==> src/osc_ctrl_pkg.sv <==
// package of constants for the oscillator select and divider control block
// assumes a 16-bit register port with byte strobes folded into word writes
//
// Function
// - initial source config picks power-on clock
// - primary submode config picks crystal or external
// - unprogrammed config starts fast RC divide-by-N
// - current source field read-only at 14:12
// - next source field writable, loaded from config
// - switch lock bit blocks switching when set, only with switching on and monitor off
// - pin select lock refuses pin select writes
// - pll lock bit reflects lock or timer
// - clock fail flag set by monitor, software clears
// - secondary enable bit turns secondary oscillator on
// - switch request bit starts switch, clears when done
// - recover on interrupt clears doze enable
// - doze field divides by two to field
// - doze enable off forces ratio one
// - fast RC postscaler divides per code
// - pll postscaler divides two, four, eight
// - pll prescaler divides by field plus two
// - pll feedback multiplies by field plus two
// - trim field shifts fast RC in steps
// - switching never changes primary submode
// - switching enabled only when config bit zero
// - switching disabled: next field ignored; here it is still written and reads back
// - switching disabled: request bit held zero
// - instruction clock is oscillator divided by two
// - request to same source aborts as redundant
// - valid switch clears flags, waits ten cycles
package osc_ctrl_pkg;
  // register indices on the port, one 16-bit register each
  localparam logic [3:0] ADDR_OSC_CONTROL = 4'h0;
  localparam logic [3:0] ADDR_CLOCK_DIVISOR = 4'h1;
  localparam logic [3:0] ADDR_PLL_FEEDBACK = 4'h2;
  localparam logic [3:0] ADDR_FAST_RC_TUNING = 4'h3;
  localparam logic [3:0] ADDR_UNLOCK_KEY = 4'h4;
  // unlock key pair, written in order to the key register
  localparam logic [15:0] UNLOCK_KEY_FIRST = 16'h0055;
  localparam logic [15:0] UNLOCK_KEY_SECOND = 16'h00aa;
  // oscillator control field positions
  localparam int CUR_SRC_LSB = 12;
  localparam int NEXT_SRC_LSB = 8;
  localparam int SWITCH_LOCK_POS = 7;
  localparam int PIN_LOCK_POS = 6;
  localparam int PLL_LOCK_POS = 5;
  localparam int CLOCK_FAIL_POS = 3;
  localparam int SEC_OSC_EN_POS = 1;
  localparam int SWITCH_REQ_POS = 0;
  // clock divisor field positions
  localparam int ROI_POS = 15;
  localparam int DOZE_LSB = 12;
  localparam int DOZE_EN_POS = 11;
  localparam int FRC_POST_LSB = 8;
  localparam int PLL_POST_LSB = 6;
  localparam int PLL_PRE_LSB = 0;
  // reset values
  localparam logic [2:0] DOZE_RESET = 3'h3;
  localparam logic [2:0] FRC_POST_RESET = 3'h0;
  localparam logic [1:0] PLL_POST_RESET = 2'h1;
  localparam logic [4:0] PLL_PRE_RESET = 5'h00;
  localparam logic [8:0] PLL_FB_RESET = 9'h030;
  localparam logic [5:0] TRIM_RESET = 6'h00;
  // switch/monitor config value that enables switching without the monitor
  localparam logic [1:0] SWITCH_NO_MONITOR = 2'h1;
  // new source cycles to wait before the switch
  localparam logic [3:0] SWITCH_WAIT_CYCLES = 4'ha;
  // pll post code that is reserved
  localparam logic [1:0] PLL_POST_RESERVED = 2'h2;
  // clock source encodings
  typedef enum logic [2:0] {
    SRC_FAST_RC = 3'b000,
    SRC_FAST_RC_PLL = 3'b001,
    SRC_PRIMARY = 3'b010,
    SRC_PRIMARY_PLL = 3'b011,
    SRC_SECONDARY = 3'b100,
    SRC_LOW_POWER_RC = 3'b101,
    SRC_FAST_RC_DIV16 = 3'b110,
    SRC_FAST_RC_DIV_N = 3'b111
  } source_t;
  // switch sequencer states
  typedef enum logic [1:0] {
    SW_IDLE = 2'b00,
    SW_WAIT_READY = 2'b01,
    SW_COUNT = 2'b10
  } switch_state_t;
endpackage

==> src/osc_ctrl.sv <==
// clock source select and divider control: registers, unlock, switch sequencer
// assumes oscillator ready, pll lock and monitor fail come from analog side, synchronous
//
// Decided for this implementation: the register addresses and strobed register access.
`timescale 1ns/1ps
`default_nettype none
module osc_ctrl (
  input wire logic clk_sys,
  input wire logic rst,
  input wire logic [3:0] addr,
  input wire logic [15:0] writeData,
  input wire logic writeStrobe,
  input wire logic readStrobe,
  output logic [15:0] readData,
  input wire logic [2:0] initial_source_cfg,
  input wire logic [1:0] primary_submode_cfg,
  input wire logic [1:0] switch_monitor_cfg,
  input wire logic newSourceReady,
  input wire logic newSourceTick,
  input wire logic pllLocked,
  input wire logic clockFailDetect,
  input wire logic interruptEvent,
  output logic [2:0] activeSource,
  output logic [1:0] primarySubmode,
  output logic secondaryOscOn,
  output logic pinSelectWriteAllowed,
  output logic [7:0] dozeDivisor,
  output logic [8:0] fastRcDivisor,
  output logic [3:0] pllPostDivisor,
  output logic [5:0] pllPreDivisor,
  output logic [9:0] pllMultiplier,
  output logic [5:0] fastRcTrim,
  output logic instrClockDivide2
);
  //////////////////////////////////////////////////////////////////////
  // state
  typedef struct packed {
    logic [2:0] curSrc;             // source in use
    logic [2:0] nextSrc;            // switch target
    logic [1:0] submode;            // primary submode captured after reset
    logic switchLock;               // blocks switching, only with monitor off
    logic pinLock;                  // blocks pin select writes
    logic clockFail;                // sticky fail flag
    logic secEn;                    // secondary oscillator enable
    logic switchReq;                // switch in progress
    logic recover_on_interrupt;                      // recover on interrupt
    logic [2:0] doze;               // doze ratio code
    logic dozeEn;                   // doze enable
    logic [2:0] frcPost;            // fast RC postscale code
    logic [1:0] pllPost;            // pll postscale code
    logic [4:0] pllPre;             // pll prescale code
    logic [8:0] pllFb;              // pll feedback code
    logic [5:0] trim;               // fast RC trim code
    logic [1:0] unlockStage;        // 0 none, 1 first key, 2 unlocked
    logic [3:0] waitCount;          // new source cycles seen
    osc_ctrl_pkg::switch_state_t sw; // sequencer state
    logic cfgLoaded;                // config captured after reset
    logic [15:0] rdata;             // read data register
  } state_t;

  state_t cur;
  state_t next_cur;

  //////////////////////////////////////////////////////////////////////
  // functions
  // power of two as a divisor value
  function automatic logic [8:0] pow2(input logic [3:0] n);
    pow2 = 9'h001 << n;
  endfunction

  // switching allowed at all by configuration
  logic switchEnabled;
  assign switchEnabled = ~switch_monitor_cfg[1];
  // lock bit only bites with switching on and monitor off
  logic switchBlocked;
  assign switchBlocked = cur.switchLock &&
                         (switch_monitor_cfg == osc_ctrl_pkg::SWITCH_NO_MONITOR);

  // write decode
  logic unlocked;
  assign unlocked = cur.unlockStage == 2'h2;

  //////////////////////////////////////////////////////////////////////
  // next state
  always_comb begin
    next_cur = cur;
    next_cur.rdata = 16'h0000;
    // capture configuration on the first cycle after reset
    if (!cur.cfgLoaded) begin
      next_cur.cfgLoaded = 1'b1;
      next_cur.curSrc = initial_source_cfg;
      next_cur.nextSrc = initial_source_cfg;
      next_cur.submode = primary_submode_cfg;
    end
    // unlock sequencer: any write consumes the unlock
    if (writeStrobe) begin
      if (addr == osc_ctrl_pkg::ADDR_UNLOCK_KEY &&
          writeData == osc_ctrl_pkg::UNLOCK_KEY_FIRST) begin
        next_cur.unlockStage = 2'h1;
      end else if (addr == osc_ctrl_pkg::ADDR_UNLOCK_KEY && cur.unlockStage == 2'h1 &&
                   writeData == osc_ctrl_pkg::UNLOCK_KEY_SECOND) begin
        next_cur.unlockStage = 2'h2;
      end else begin
        next_cur.unlockStage = 2'h0;
      end
    end
    // register writes
    if (writeStrobe && cur.cfgLoaded) begin
      unique case (addr)
        osc_ctrl_pkg::ADDR_OSC_CONTROL: begin
          if (unlocked) begin
            next_cur.nextSrc = writeData[osc_ctrl_pkg::NEXT_SRC_LSB +: 3];
            next_cur.switchLock = writeData[osc_ctrl_pkg::SWITCH_LOCK_POS];
            next_cur.pinLock = writeData[osc_ctrl_pkg::PIN_LOCK_POS];
            next_cur.secEn = writeData[osc_ctrl_pkg::SEC_OSC_EN_POS];
            // writing zero clears the fail flag, writing one keeps it
            if (!writeData[osc_ctrl_pkg::CLOCK_FAIL_POS]) begin
              next_cur.clockFail = 1'b0;
            end
            // request only when switching allowed and idle
            if (writeData[osc_ctrl_pkg::SWITCH_REQ_POS] && switchEnabled && !switchBlocked &&
                cur.sw == osc_ctrl_pkg::SW_IDLE) begin
              next_cur.switchReq = 1'b1;
            end
          end
        end
        osc_ctrl_pkg::ADDR_CLOCK_DIVISOR: begin
          next_cur.recover_on_interrupt = writeData[osc_ctrl_pkg::ROI_POS];
          next_cur.doze = writeData[osc_ctrl_pkg::DOZE_LSB +: 3];
          next_cur.dozeEn = writeData[osc_ctrl_pkg::DOZE_EN_POS];
          next_cur.frcPost = writeData[osc_ctrl_pkg::FRC_POST_LSB +: 3];
          // reserved postscale code is refused
          if (writeData[osc_ctrl_pkg::PLL_POST_LSB +: 2] != osc_ctrl_pkg::PLL_POST_RESERVED) begin
            next_cur.pllPost = writeData[osc_ctrl_pkg::PLL_POST_LSB +: 2];
          end
          next_cur.pllPre = writeData[osc_ctrl_pkg::PLL_PRE_LSB +: 5];
        end
        osc_ctrl_pkg::ADDR_PLL_FEEDBACK: begin
          next_cur.pllFb = writeData[8:0];
        end
        osc_ctrl_pkg::ADDR_FAST_RC_TUNING: begin
          next_cur.trim = writeData[5:0];
        end
        default: begin
          // unmapped and key addresses store nothing here
        end
      endcase
    end
    // recover on interrupt overrides a same-cycle write
    if (interruptEvent && cur.recover_on_interrupt) begin
      next_cur.dozeEn = 1'b0;
    end
    // switch sequencer
    unique case (cur.sw)
      osc_ctrl_pkg::SW_IDLE: begin
        if (cur.switchReq) begin
          if (cur.nextSrc == cur.curSrc) begin
            next_cur.switchReq = 1'b0;
          end else begin
            next_cur.clockFail = 1'b0;
            next_cur.waitCount = 4'h0;
            next_cur.sw = osc_ctrl_pkg::SW_WAIT_READY;
          end
        end
      end
      osc_ctrl_pkg::SW_WAIT_READY: begin
        if (newSourceReady) begin
          next_cur.sw = osc_ctrl_pkg::SW_COUNT;
        end
      end
      osc_ctrl_pkg::SW_COUNT: begin
        if (newSourceTick) begin
          next_cur.waitCount = cur.waitCount + 4'h1;
        end
        if (cur.waitCount == osc_ctrl_pkg::SWITCH_WAIT_CYCLES) begin
          next_cur.curSrc = cur.nextSrc;
          next_cur.switchReq = 1'b0;
          next_cur.sw = osc_ctrl_pkg::SW_IDLE;
        end
      end
      default: begin
        next_cur.sw = osc_ctrl_pkg::SW_IDLE;
      end
    endcase
    // switching off: request held low, current stays at config
    if (!switchEnabled) begin
      next_cur.switchReq = 1'b0;
      next_cur.sw = osc_ctrl_pkg::SW_IDLE;
      if (cur.cfgLoaded) begin
        next_cur.curSrc = initial_source_cfg;
      end
    end
    // monitor failure sets the flag; set wins over clear
    if (clockFailDetect && switchEnabled) begin
      next_cur.clockFail = 1'b1;
    end
    // read data, one cycle later
    if (readStrobe) begin
      unique case (addr)
        osc_ctrl_pkg::ADDR_OSC_CONTROL: begin
          next_cur.rdata[osc_ctrl_pkg::CUR_SRC_LSB +: 3] = cur.curSrc;
          next_cur.rdata[osc_ctrl_pkg::NEXT_SRC_LSB +: 3] = cur.nextSrc;
          next_cur.rdata[osc_ctrl_pkg::SWITCH_LOCK_POS] = cur.switchLock;
          next_cur.rdata[osc_ctrl_pkg::PIN_LOCK_POS] = cur.pinLock;
          next_cur.rdata[osc_ctrl_pkg::PLL_LOCK_POS] = pllLocked;
          next_cur.rdata[osc_ctrl_pkg::CLOCK_FAIL_POS] = cur.clockFail;
          next_cur.rdata[osc_ctrl_pkg::SEC_OSC_EN_POS] = cur.secEn;
          next_cur.rdata[osc_ctrl_pkg::SWITCH_REQ_POS] = cur.switchReq;
        end
        osc_ctrl_pkg::ADDR_CLOCK_DIVISOR: begin
          next_cur.rdata[osc_ctrl_pkg::ROI_POS] = cur.recover_on_interrupt;
          next_cur.rdata[osc_ctrl_pkg::DOZE_LSB +: 3] = cur.doze;
          next_cur.rdata[osc_ctrl_pkg::DOZE_EN_POS] = cur.dozeEn;
          next_cur.rdata[osc_ctrl_pkg::FRC_POST_LSB +: 3] = cur.frcPost;
          next_cur.rdata[osc_ctrl_pkg::PLL_POST_LSB +: 2] = cur.pllPost;
          next_cur.rdata[osc_ctrl_pkg::PLL_PRE_LSB +: 5] = cur.pllPre;
        end
        osc_ctrl_pkg::ADDR_PLL_FEEDBACK: begin
          next_cur.rdata[8:0] = cur.pllFb;
        end
        osc_ctrl_pkg::ADDR_FAST_RC_TUNING: begin
          next_cur.rdata[5:0] = cur.trim;
        end
        default: begin
          // unmapped reads return zero
        end
      endcase
    end
  end

  //////////////////////////////////////////////////////////////////////
  // reset values of the whole state; config fields are captured one cycle later
  localparam state_t RESET_STATE = '{
    curSrc: osc_ctrl_pkg::SRC_FAST_RC_DIV_N,
    nextSrc: osc_ctrl_pkg::SRC_FAST_RC_DIV_N,
    submode: 2'h3,
    switchLock: 1'b0,
    pinLock: 1'b0,
    clockFail: 1'b0,
    secEn: 1'b0,
    switchReq: 1'b0,
    recover_on_interrupt: 1'b0,
    doze: osc_ctrl_pkg::DOZE_RESET,
    dozeEn: 1'b0,
    frcPost: osc_ctrl_pkg::FRC_POST_RESET,
    pllPost: osc_ctrl_pkg::PLL_POST_RESET,
    pllPre: osc_ctrl_pkg::PLL_PRE_RESET,
    pllFb: osc_ctrl_pkg::PLL_FB_RESET,
    trim: osc_ctrl_pkg::TRIM_RESET,
    unlockStage: 2'h0,
    waitCount: 4'h0,
    sw: osc_ctrl_pkg::SW_IDLE,
    cfgLoaded: 1'b0,
    rdata: 16'h0000
  };

  // registers, synchronous reset
  always_ff @(posedge clk_sys) begin
    if (rst) begin
      cur <= RESET_STATE;
    end else begin
      cur <= next_cur;
    end
  end

  //////////////////////////////////////////////////////////////////////
  // outputs
  assign readData = cur.rdata;
  assign activeSource = cur.curSrc;
  assign primarySubmode = cur.submode;
  assign secondaryOscOn = cur.secEn;
  assign pinSelectWriteAllowed = ~cur.pinLock;
  // doze ratio, one when doze disabled
  logic [8:0] dozePow; // two to the doze code, top bit never set
  assign dozePow = pow2({1'b0, cur.doze});
  assign dozeDivisor = cur.dozeEn ? dozePow[7:0] : 8'h01;
  // fast RC postscale, code seven divides by 256
  assign fastRcDivisor = (cur.frcPost == 3'h7) ? 9'h100 : pow2({1'b0, cur.frcPost});
  // pll postscale: two, four, eight
  assign pllPostDivisor = (cur.pllPost == 2'h3) ? 4'h8 :
                          (cur.pllPost == 2'h1) ? 4'h4 : 4'h2;
  assign pllPreDivisor = {1'b0, cur.pllPre} + 6'h02;
  assign pllMultiplier = {1'b0, cur.pllFb} + 10'h002;
  assign fastRcTrim = cur.trim;
  assign instrClockDivide2 = 1'b1;
endmodule
`default_nettype wire

==> config.mk <==
export PLATFORM = sky130hd
export DESIGN_NAME = osc_ctrl
export DESIGN_NICKNAME = d
export VERILOG_FILES = /design/src/osc_ctrl_pkg.sv /design/src/osc_ctrl.sv
export SDC_FILE = /design/constraint.sdc
export NUM_CORES = 1
export LEC_CHECK = 0
export BUFFER_PORTS_ARGS = -buffer_cell sky130_fd_sc_hd__buf_4
export CORE_UTILIZATION = 52
export CTS_CLUSTER_SIZE = 25
export DETAILED_ROUTE_END_ITERATION = 7
export PLACE_DENSITY = 0.82
export SLEW_MARGIN = 20
export SYNTH_ARGS = -nofsm -noshare
export SYNTH_HDL_FRONTEND = slang
export SYNTH_SLANG_ARGS = --single-unit
==> constraint.sdc <==
create_clock -name clk_sys -period 1.8 [get_ports clk_sys]
set_input_delay 0.09 -clock clk_sys [delete_from_list [all_inputs] [get_ports clk_sys]]
set_output_delay 0.09 -clock clk_sys [all_outputs]
set_load 0.01 [all_outputs]
### After elaboration in Yosys (flattened, before gate mapping)

Cells that the tools add are included.

* flip-flop bits (word level): 68
* bits in latches: 0
* memory bits (writable): 0
* ROM bits: 0
* memories kept: 0

* $add $sub $neg: 3
* multipliers: 0
* divide/modulo/power cells: 0
* order comparisons: 0
* equality and inequality tests: 22
* shift operators: 2
* multiplexer cells: 50
* bitwise operators: 4
* reductions and logical operators: 25

Operators with widths (count)
* $mux W33: 1
* $mux W3: 10
* $mux W6: 3
* $mux W9: 2
* $mux W17: 1
* $eq A16 B7 Y1 const B: 1
* $eq A16 B8 Y1 const B: 1
* $mux W16: 1
* $mux W8: 2
* $mux W15: 1
* $ne A2 B2 Y1 const B: 6
* $mux W1: 11
* $add A9 B2 Y10 const B: 1
* $logic_and A1 B1 Y1: 10
* $mux W2: 5
* $pmux W1 S3: 3
* $pmux W3 S3: 1
* $shl A1 B3 Y9 const A: 1
* $eq A2 B1 Y1 const B: 4
* $eq A4 B2 Y1 const B: 2
* $mux W4: 2
* $pmux W2 S4: 1
* $pmux W4 S2: 1
* $reduce_and A4 Y1: 2
* 23 further kinds: 33

### Logic depth before layout (Yosys ltp)

Gate-level depths: netlist of the first run.

* word-level depth: 13
* depth in mapped cells: 7

### Worst setup path before layout of the first run

Ideal clock, no wire load.

* path kind: register -> register
* start point: reg cur[16] (netlist name)
* end point: reg cur[62] (netlist name)
* setup time: 0.129 ns
* arrival: 1.149 ns
* required time: 1.671 ns
* slack: 0.523 ns
* cell stages (with the launch flop): 5
* buffers on the path: 1
* period minus slack after synthesis: 1.277 ns
* cell sequence: dfxtp_1 clkbuf_1 mux2_1 mux2i_1 nand2_1

* longest elaborated chain between the ends: 4
* elaborated cells between the ends (all ways): 5
* classes of those cells: 4 x mux; 1 x reduce/logical

Ends and longest elaborated chain
* start: declaration: RTL line osc_ctrl.sv:61 `state_t cur;`
* start signal: assignment: RTL line osc_ctrl.sv:262 `cur <= next_cur;`
* $mux W8: RTL line osc_ctrl.sv:89 `if (!cur.cfgLoaded) begin`
* $mux W3: RTL line osc_ctrl.sv:111 `if (unlocked) begin`
* $mux W3: RTL line osc_ctrl.sv:109 `unique case (addr)`
* $mux W3 *: RTL line osc_ctrl.sv:108 `if (writeStrobe && cur.cfgLoaded) begin`

Mark *: on every way between the ends. The rest lies on a longest branch, timed or not.
A chain may end at the register's enable or synchronous reset.

### Worst setup path after layout of the first run

* start point: reg cur[33] (netlist name)
* end point: out pllMultiplier[7]

* longest elaborated chain between the ends: 1

Ends and longest elaborated chain
* $add A9 B2 Y10: RTL line osc_ctrl.sv:283 `assign pllMultiplier = {1'b0, cur.pllFb} + 10'h002;`
* end: declaration: RTL line osc_ctrl.sv:31 `output logic [9:0] pllMultiplier,`

Every way passes these cells.

==> results.txt, run 1 <==
----------------------------------------------------
[Outcome]
  Outcome ... complete, but fails checks
  Violations in the final reports ... DRC

[Setup path]
  CP max stage cell ... sky130_fd_sc_hd__dfxtp_1
  CP peak stage delay ... 400 ps
  Crit. End Element ... output port
  Kind of critical path ... reg -> out
  Critical Path RT ... 1710 ps
  Worst Path Arrival ... 1570 ps
  WP buf/inv ... 1
  Cell family with most CP delay ... flip-flops
  Critical path startpoint category ... flip-flop
  Ordered list of cells on the worst path ... ha_1 > nand3_1 > nor2_2 > xor2_1 > buf_4
  Maximum net fanout on the critical path ... 5

[STA]
  Final setup vio count ... 0
  Hold Violations, Final ... 0
  Total negative setup slack ... 0 ps
  Maximum achievable frequency ... 603 MHz
  Period utilization ... 92.2%
  Final Slew Violations ... 0
  Setup repair after global routing missed its margin ... false
  Fin crit period ... 1660 ps
  Setup skew after layout ... 7.00 ps
  WHS ... 16.0 ps

[Final layout]
  ANT cells ... 0
  Relative area change from synthesis to final layout ... 23.3%
  Net total in the final layout ... 524
  Most common cell after layout, fill and taps aside ... sky130_fd_sc_hd__buf_4
  Final core utilization ... 67.4%
  Share of post-route cells with drive strength above 1 ... 28.5%
  Number of filler cells placed in the layout ... 534
  Commonest cells after routing, fill and taps aside ... sky130_fd_sc_hd__buf_4 (107), sky130_fd_sc_hd__dfxtp_1 (67), sky130_fd_sc_hd__nand2_1 (52)

[Die]
  Overall die width ... 84.1 um
  # IOs ... 103
  Y dimension of the die ... 84.1 um
  Number of placement rows ... 29
  Area inside the core boundary ... 6420 um^2
  Die area ... 7080 um^2
  Starting Density ... 54.6%

[Synth]
  Proportion of synthesized flip-flops having asynchronous set or reset ... 0%
  Share of the yosys chip area belonging to registers ... 38.8%
  Post-Synth Simple-Gate Area ... 25.5%
  Dominant register cell in the synthesized netlist ... sky130_fd_sc_hd__dfxtp_1
  Compound-cell area share of the yosys netlist ... 9.45%
  Xor-xnor portion of the synthesized cell area ... 3.00%
  Syn avg cell area ... 8.60 um^2
  Number of distinct library cells after synthesis ... 54
  Yosys Warn Count ... 0
  Post-synthesis cell count ... 408
  Number of enable flip-flop cells after synthesis ... 0
  Main combinational cell family by area after synthesis ... simple AND/OR/NAND/NOR gates
  Synth Register Bits ... 68
  Netlist area before placement ... 3510 um^2
  Multiplexer fraction of the synthesized cell area ... 10.9%
  Synth Area in Adders ... 1.43%

[Pwr]
  Part of the total power dissipated in combinational logic ... 10.4%
  Leak pwr ... 1.91 nW
  Power Dens Cells ... 673 nW/um^2
  VDD IR-drop max ... 699 uV
  Sw Share ... 24.8%
  Part of the total power dissipated in the clock network ... 36.2%
  Share of total power in sequential cells ... 53.4%
  Switching power total ... 723 uW
  Cell-internal power ... 2.19 mW

[Global routing]
  GR Layer Usage met1 ... 32.7%
  GRT Resource Usage Total ... 26.1%
  Number of global-route vias before repair ... 2939
  Busiest layer in global routing ... met2
  Residual overflow from global routing ... 0
  Wire length of the first global-routing pass ... 14400 um
  Antenna violations before repair ... 0
  Global Route met2 Usage ... 43.1%
  Met3 Resource Use GR ... 6.49%
  Pin count of the biggest net entering global routing ... 37

[Route]
  Vias ... 3147
  Detail-routed via count per cell ... 5.58
  Iteration-0 DRC Markers ... 292
  Residual DRC ... 14
  Avg WL per Cell ... 15.7 um
  Number of search-and-repair iterations in the first detailed-routing pass ... 7
  Aggregate routed wire length ... 8850 um
  Number of nets with antenna violations after detailed routing ... 0

[CTS]
  TritonCTS clock tree ... done
  CTS Root Cell ... sky130_fd_sc_hd__clkbuf_8
  Maximum buffer depth of the clock tree ... 2
  TritonCTS sink count ... 68
  Total CTS buffers ... 9
  Later-pin clock latency in the skew report ... 350 ps
  Number of levels the H-tree was split into ... 3
  Clk pin slew, worst setup/hold paths ... 60 ps

[Placed design]
  Final GP Congestion ... 0.855
  Count of input and output buffers ... 99
  Detailed placer's ending HPWL ... 6520 um

[Flow run]
  Max cap viols ... 0

[Min path]
  Class of the tightest hold or removal check ... in -> reg

----------------------------------------------------
-- Yosys cell counts, drive strengths merged (2+ instances only) --
cell     instances  share of area, %
mux2             5               1.6
nand3           19               2.7
conb             2              0.21
clkbuf           9              0.96
nor2b            5              0.96
xor2             7               1.7
o31ai            2              0.43
and2             6               1.1
buf             44               8.9
nor2            47               5.2
mux2i           26               7.4
and3b            3              0.75
nand2           54               5.9
a22oi            2              0.43
o21ai            7               1.0
and3             6               1.1
a21oi           29               4.1
nand4            5              0.89
nand2b           7               1.2
mux4             3               1.9
o2111ai          3              0.75
nor3             7               1.0
nor3b            4              0.86
nor4bb           2              0.57
ha               4               1.4
inv              8              0.86
xnor2            5               1.2
nand4b           2              0.93
nand3b           2              0.43
dfxtp           68                39
-- power groups by stage --
stage / Sequential, mW / Clock (mW) / Combinational (mW)
after floorplan: 1.58 / 0 / 0.168
after global placement: 1.59 / 0 / 0.277
after detailed placement: 1.59 / 0 / 0.281
after CTS: 1.55 / 1.08 / 0.300
after global routing: 1.56 / 1.15 / 0.325
final: 1.56 / 1.05 / 0.304
-- state kept, by name, summed over array words and instances, names as in the netlist --
register        count
activeSource        3
cur                40
fastRcTrim          6
primarySubmode      2
readData           16
secondaryOscOn      1
-- final cells by class --
type                            instances  area (um^2)  area share [%]
Sequential cell                        68         1360            31.5
Multi-Input combinational cell        280         1780            41.1
Inverter                                8         30.0           0.694
Clock buffer                           11          141            3.27
Timing Repair Buffer                  117          903            20.9
Clock inverter                          3         15.0           0.347
Tap cell                               77         96.3            2.23
-- routing by layer --
layer / part of all wire (%) / routed length [um]
met1: 41 / 3610
met2: 49 / 4320
met3: 7.5 / 665
met4: 2.8 / 245
met5: 0 / 0
-- metrics by stage --
stage / power [mW] / instances / area, um^2 / setup WS (ps)
5_1_grt: 3.04 / 564 / 4330 / 9.47
4_1_cts: 2.93 / 564 / 4320 / 83.5
6_report: 2.91 / 564 / 4330 / 141
3_5_place_dp: 1.87 / 540 / 4070 / 230
2_1_floorplan: 1.75 / 409 / 3510 / 523
3_3_place_gp: 1.86 / 540 / 4070 / 299
-- repair_timing --
item / in CTS / in global routing
resized for setup: 0 / 2
setup endpoints to repair: 0 / 2
hold endpoints to repair: 10 / 0
setup buffers: 0 / 0
hold buffers: 10 / 0
-- final timing paths --
| kind | from | end | slack [ps] | depth (start not counted) |
|---|---|---|---|---|
| max reg2reg | cur[16] | fastRcTrim[4] | 200 | 4 |
| min reg2reg | primarySubmode[1] | primarySubmode[1] | 490 | 2 |
| max | cur[33] | pllMultiplier[7] | 140 | 5 |
| min | writeData[14] | cur[53] | 20 | 3 |
-- worst min-delay path, stage by stage --
cell,delay [ps]
sky130_fd_sc_hd__buf_4,120
sky130_fd_sc_hd__nand2_1,50
sky130_fd_sc_hd__a21oi_1,60
-- cells by family after synthesis --
kind of cell	Yosys count
AND/OR/NAND/NOR	177
flip-flops	68
buffers and inverters	61
AO/OA/AOI/OAI	50
multiplexers	34
XOR/XNOR	12
adder cells (fa/ha/maj)	4
other	2
No activity file was read; power rests on OpenSTA's default activity.
==> run 2: changes to the inputs <==
==> constraint.sdc (replaced) <==
create_clock -name clk_sys -period 1.8 [get_ports clk_sys]
set_input_delay 0.36 -clock clk_sys [delete_from_list [all_inputs] [get_ports clk_sys]]
set_output_delay 0.36 -clock clk_sys [all_outputs]
set_load 0.01 [all_outputs]
==> run 2 against run 1 <==
Compared with the run above: the flow still finishes with violations (DRC); routed wire length up 4.6%; clock-buffer cell count up 3; design area up 0.52%; sequential share of layout area up 0.15 points; die area unchanged; global-route usage down 0.50 points; sequential cell count unchanged.
==> results.txt, run 2 (synthesized netlist as in run 1, its figures left out) <==
----------------------------------------------------
[Setup path]
  Maximum net fanout on the critical path ... 5 (unchanged)
  Startpoint of the lowest-slack register-to-register path ... cur[16]
  Count of cell instances traversed by the critical path ... 4 (-1)
  WP buf/inv ... 1 (unchanged)
  Worst Path Arrival ... 1410 ps (-160 ps)
  Worst reg2reg path depth ... 5 (+1)
  Ordered list of cells on the worst path ... and4_4 > nand4_1 > xnor2_1 > buf_4
  Cell family with most CP delay ... flip-flops
  Kind of critical path ... reg -> out
  CP peak stage delay ... 380 ps (-20 ps)
  Critical Path RT ... 1440 ps (-270 ps)
  CP max stage cell ... sky130_fd_sc_hd__dfxtp_4
  Capturing point of the worst reg2reg path ... cur[41]
  Worst setup slack for register-to-register paths ... 270 ps (+70 ps)
  Critical path origin ... cur[33]
  Critical path startpoint category ... flip-flop
  Crit. End Element ... output port

[Final layout]
  Number of filler cells placed in the layout ... 515 (-3.6%)
  ANT cells ... 0 (unchanged)
  Final core utilization ... 67.7% (+0.35 points)
  Relative area change from synthesis to final layout ... 24.0%
  Commonest cells after routing, fill and taps aside ... sky130_fd_sc_hd__buf_4 (113), sky130_fd_sc_hd__dfxtp_1 (64), sky130_fd_sc_hd__nand2_1 (52)
  Most common cell after layout, fill and taps aside ... sky130_fd_sc_hd__buf_4
  Register ranked first by flip-flop count ... cur
  Share of post-route cells with drive strength above 1 ... 31.4% (+2.9 points)
  Sequential cell area ... 1380 um^2 (+1.0%)
  Largest register FFs ... 40 (unchanged)
  Net total in the final layout ... 520 (-0.76%)
  Total area of multi-input combinational cells ... 1810 um^2 (+1.8%)
  Final std cell area, no fill ... 4350 um^2 (+0.52%)

[STA]
  Final setup vio count ... 0 (unchanged)
  Total negative setup slack ... 0 ps (unchanged)
  Maximum achievable frequency ... 564 MHz (-6.4%)
  Setup repair after global routing missed its margin ... true
  Final Slew Violations ... 0 (unchanged)
  Setup skew after layout ... 7.49 ps (+0.494 ps)
  Hold Violations, Final ... 0 (unchanged)
  Period utilization ... 98.5% (+6.3 points)
  Fin crit period ... 1770 ps (+114 ps)
  WHS ... 219 ps (+203 ps)

[Placed design]
  Detailed placer's ending HPWL ... 6570 um (+0.69%)
  Area after detailed placement ... 4080 um^2 (+0.37%)
  Final GP Congestion ... 0.880 (+2.9%)
  Count of input and output buffers ... 99 (unchanged)

[Pwr]
  Part of the total power dissipated in the clock network ... 39.1% (+2.9 points)
  Part of the total power dissipated in combinational logic ... 9.6% (-0.8 points)
  VDD IR-drop max ... 679 uV (-2.9%)
  Leak pwr ... 1.91 nW (+0.12%)
  Sw Share ... 24.0% (-0.81 points)
  Cell-internal power ... 2.30 mW (+5.0%)
  Switching power total ... 727 uW (+0.54%)
  Share of total power in sequential cells ... 51.2% (-2.2 points)
  Power Dens Cells ... 696 nW/um^2 (+3.4%)

[Route]
  Number of nets with antenna violations after detailed routing ... 0 (unchanged)
  Avg WL per Cell ... 16.5 um (+5.1%)
  Residual DRC ... 15 (+1)
  Iteration-0 DRC Markers ... 409 (+40%)
  Aggregate routed wire length ... 9250 um (+4.6%)
  Vias ... 3178 (+0.99%)
  Number of search-and-repair iterations in the first detailed-routing pass ... 7 (unchanged)
  Detail-routed via count per cell ... 5.66 (+1.5%)

[CTS]
  TritonCTS clock tree ... done
  Clk pin slew, worst setup/hold paths ... 70 ps (about the same)
  TritonCTS sink count ... 68 (unchanged)
  Number of levels the H-tree was split into ... 3 (unchanged)
  CTS Root Cell ... sky130_fd_sc_hd__clkbuf_8
  Maximum buffer depth of the clock tree ... 2 (unchanged)
  Cts hold-fix bufs ... 0 (-10)
  Total CTS buffers ... 9 (unchanged)
  Later-pin clock latency in the skew report ... 340 ps (about the same)

[Die]
  # IOs ... 103 (unchanged)
  Y dimension of the die ... 84.1 um (unchanged)
  Starting Density ... 54.6% (unchanged)
  Die area ... 7080 um^2 (unchanged)
  Number of placement rows ... 29 (unchanged)
  Area inside the core boundary ... 6420 um^2 (unchanged)
  Overall die width ... 84.1 um (unchanged)

[Min path]
  Worst Hold Depth ... 2 (-1)
  Hold path endpoint ... cur[50]
  Class of the tightest hold or removal check ... in -> reg
  Min-Delay Startpoint ... interruptEvent

[Global routing]
  Pin count of the biggest net entering global routing ... 21 (-43%)
  Antenna violations before repair ... 0 (unchanged)
  Wire length of the first global-routing pass ... 14200 um (-1.2%)
  Residual overflow from global routing ... 0 (unchanged)
  Number of global-route vias before repair ... 2960 (+0.71%)
  GRT Resource Usage Total ... 25.7% (-0.50 points)

[Outcome]
  Outcome ... complete, but fails checks
  Violations in the final reports ... DRC

[Flow run]
  Max cap viols ... 0 (unchanged)

----------------------------------------------------
run 2: area by class of cell:
class,instances,area share [%]
clock buffer,14,4.20
clock inverter,1,0.115
inverter,8,0.690
multi-input combinational,280,41.6
sequential,68,31.6
tap,77,2.22
timing repair buffer,113,19.5
run 2: power by group through the flow:
| stage | clock, mW | combinational (mW) | sequential, mW |
|---|---|---|---|
| 2_1_floorplan | 0 | 0.168 | 1.58 |
| 3_5_place_dp | 0 | 0.283 | 1.59 |
| 6_report | 1.18 | 0.292 | 1.55 |
| 5_1_grt | 1.27 | 0.313 | 1.55 |
| 4_1_cts | 1.19 | 0.285 | 1.55 |
| 3_3_place_gp | 0 | 0.278 | 1.59 |
run 2: metrics by stage:
stage,std cells,total power [mW],worst slack (ps)
3_5_place_dp,542,1.87,114
4_1_cts,557,3.03,12.1
3_3_place_gp,542,1.87,155
2_1_floorplan,409,1.75,376
5_1_grt,561,3.13,-67.6
6_report,561,3.03,26.6
run 2: timing repair:
item,4_1_cts,5_1_grt
pin swaps,1,3
cloned,0,0
setup endpoints to repair,4,3
gates resized for setup,9,6
buffers inserted,0,4
run 2: per-layer routing:
layer | global-route usage, % | vias to the layer above | wire length [um]
met5 | 0 | - | 0
met3 | 7.08 | 30 | 778
met1 | 32.9 | 1477 | 3680
met4 | 8.93 | 0 | 237
li1 | - | 1503 | -
met2 | 41.7 | 168 | 4550
run 2: worst max-delay path by stage:
stage	end	slack (ps)
after floorplan	pllMultiplier[7]	380
after global placement	fastRcTrim[0]	150
after detailed placement	fastRcTrim[2]	110
after CTS	pllMultiplier[9]	10
after global routing	pllMultiplier[8]	-70
final	pllMultiplier[8]	30
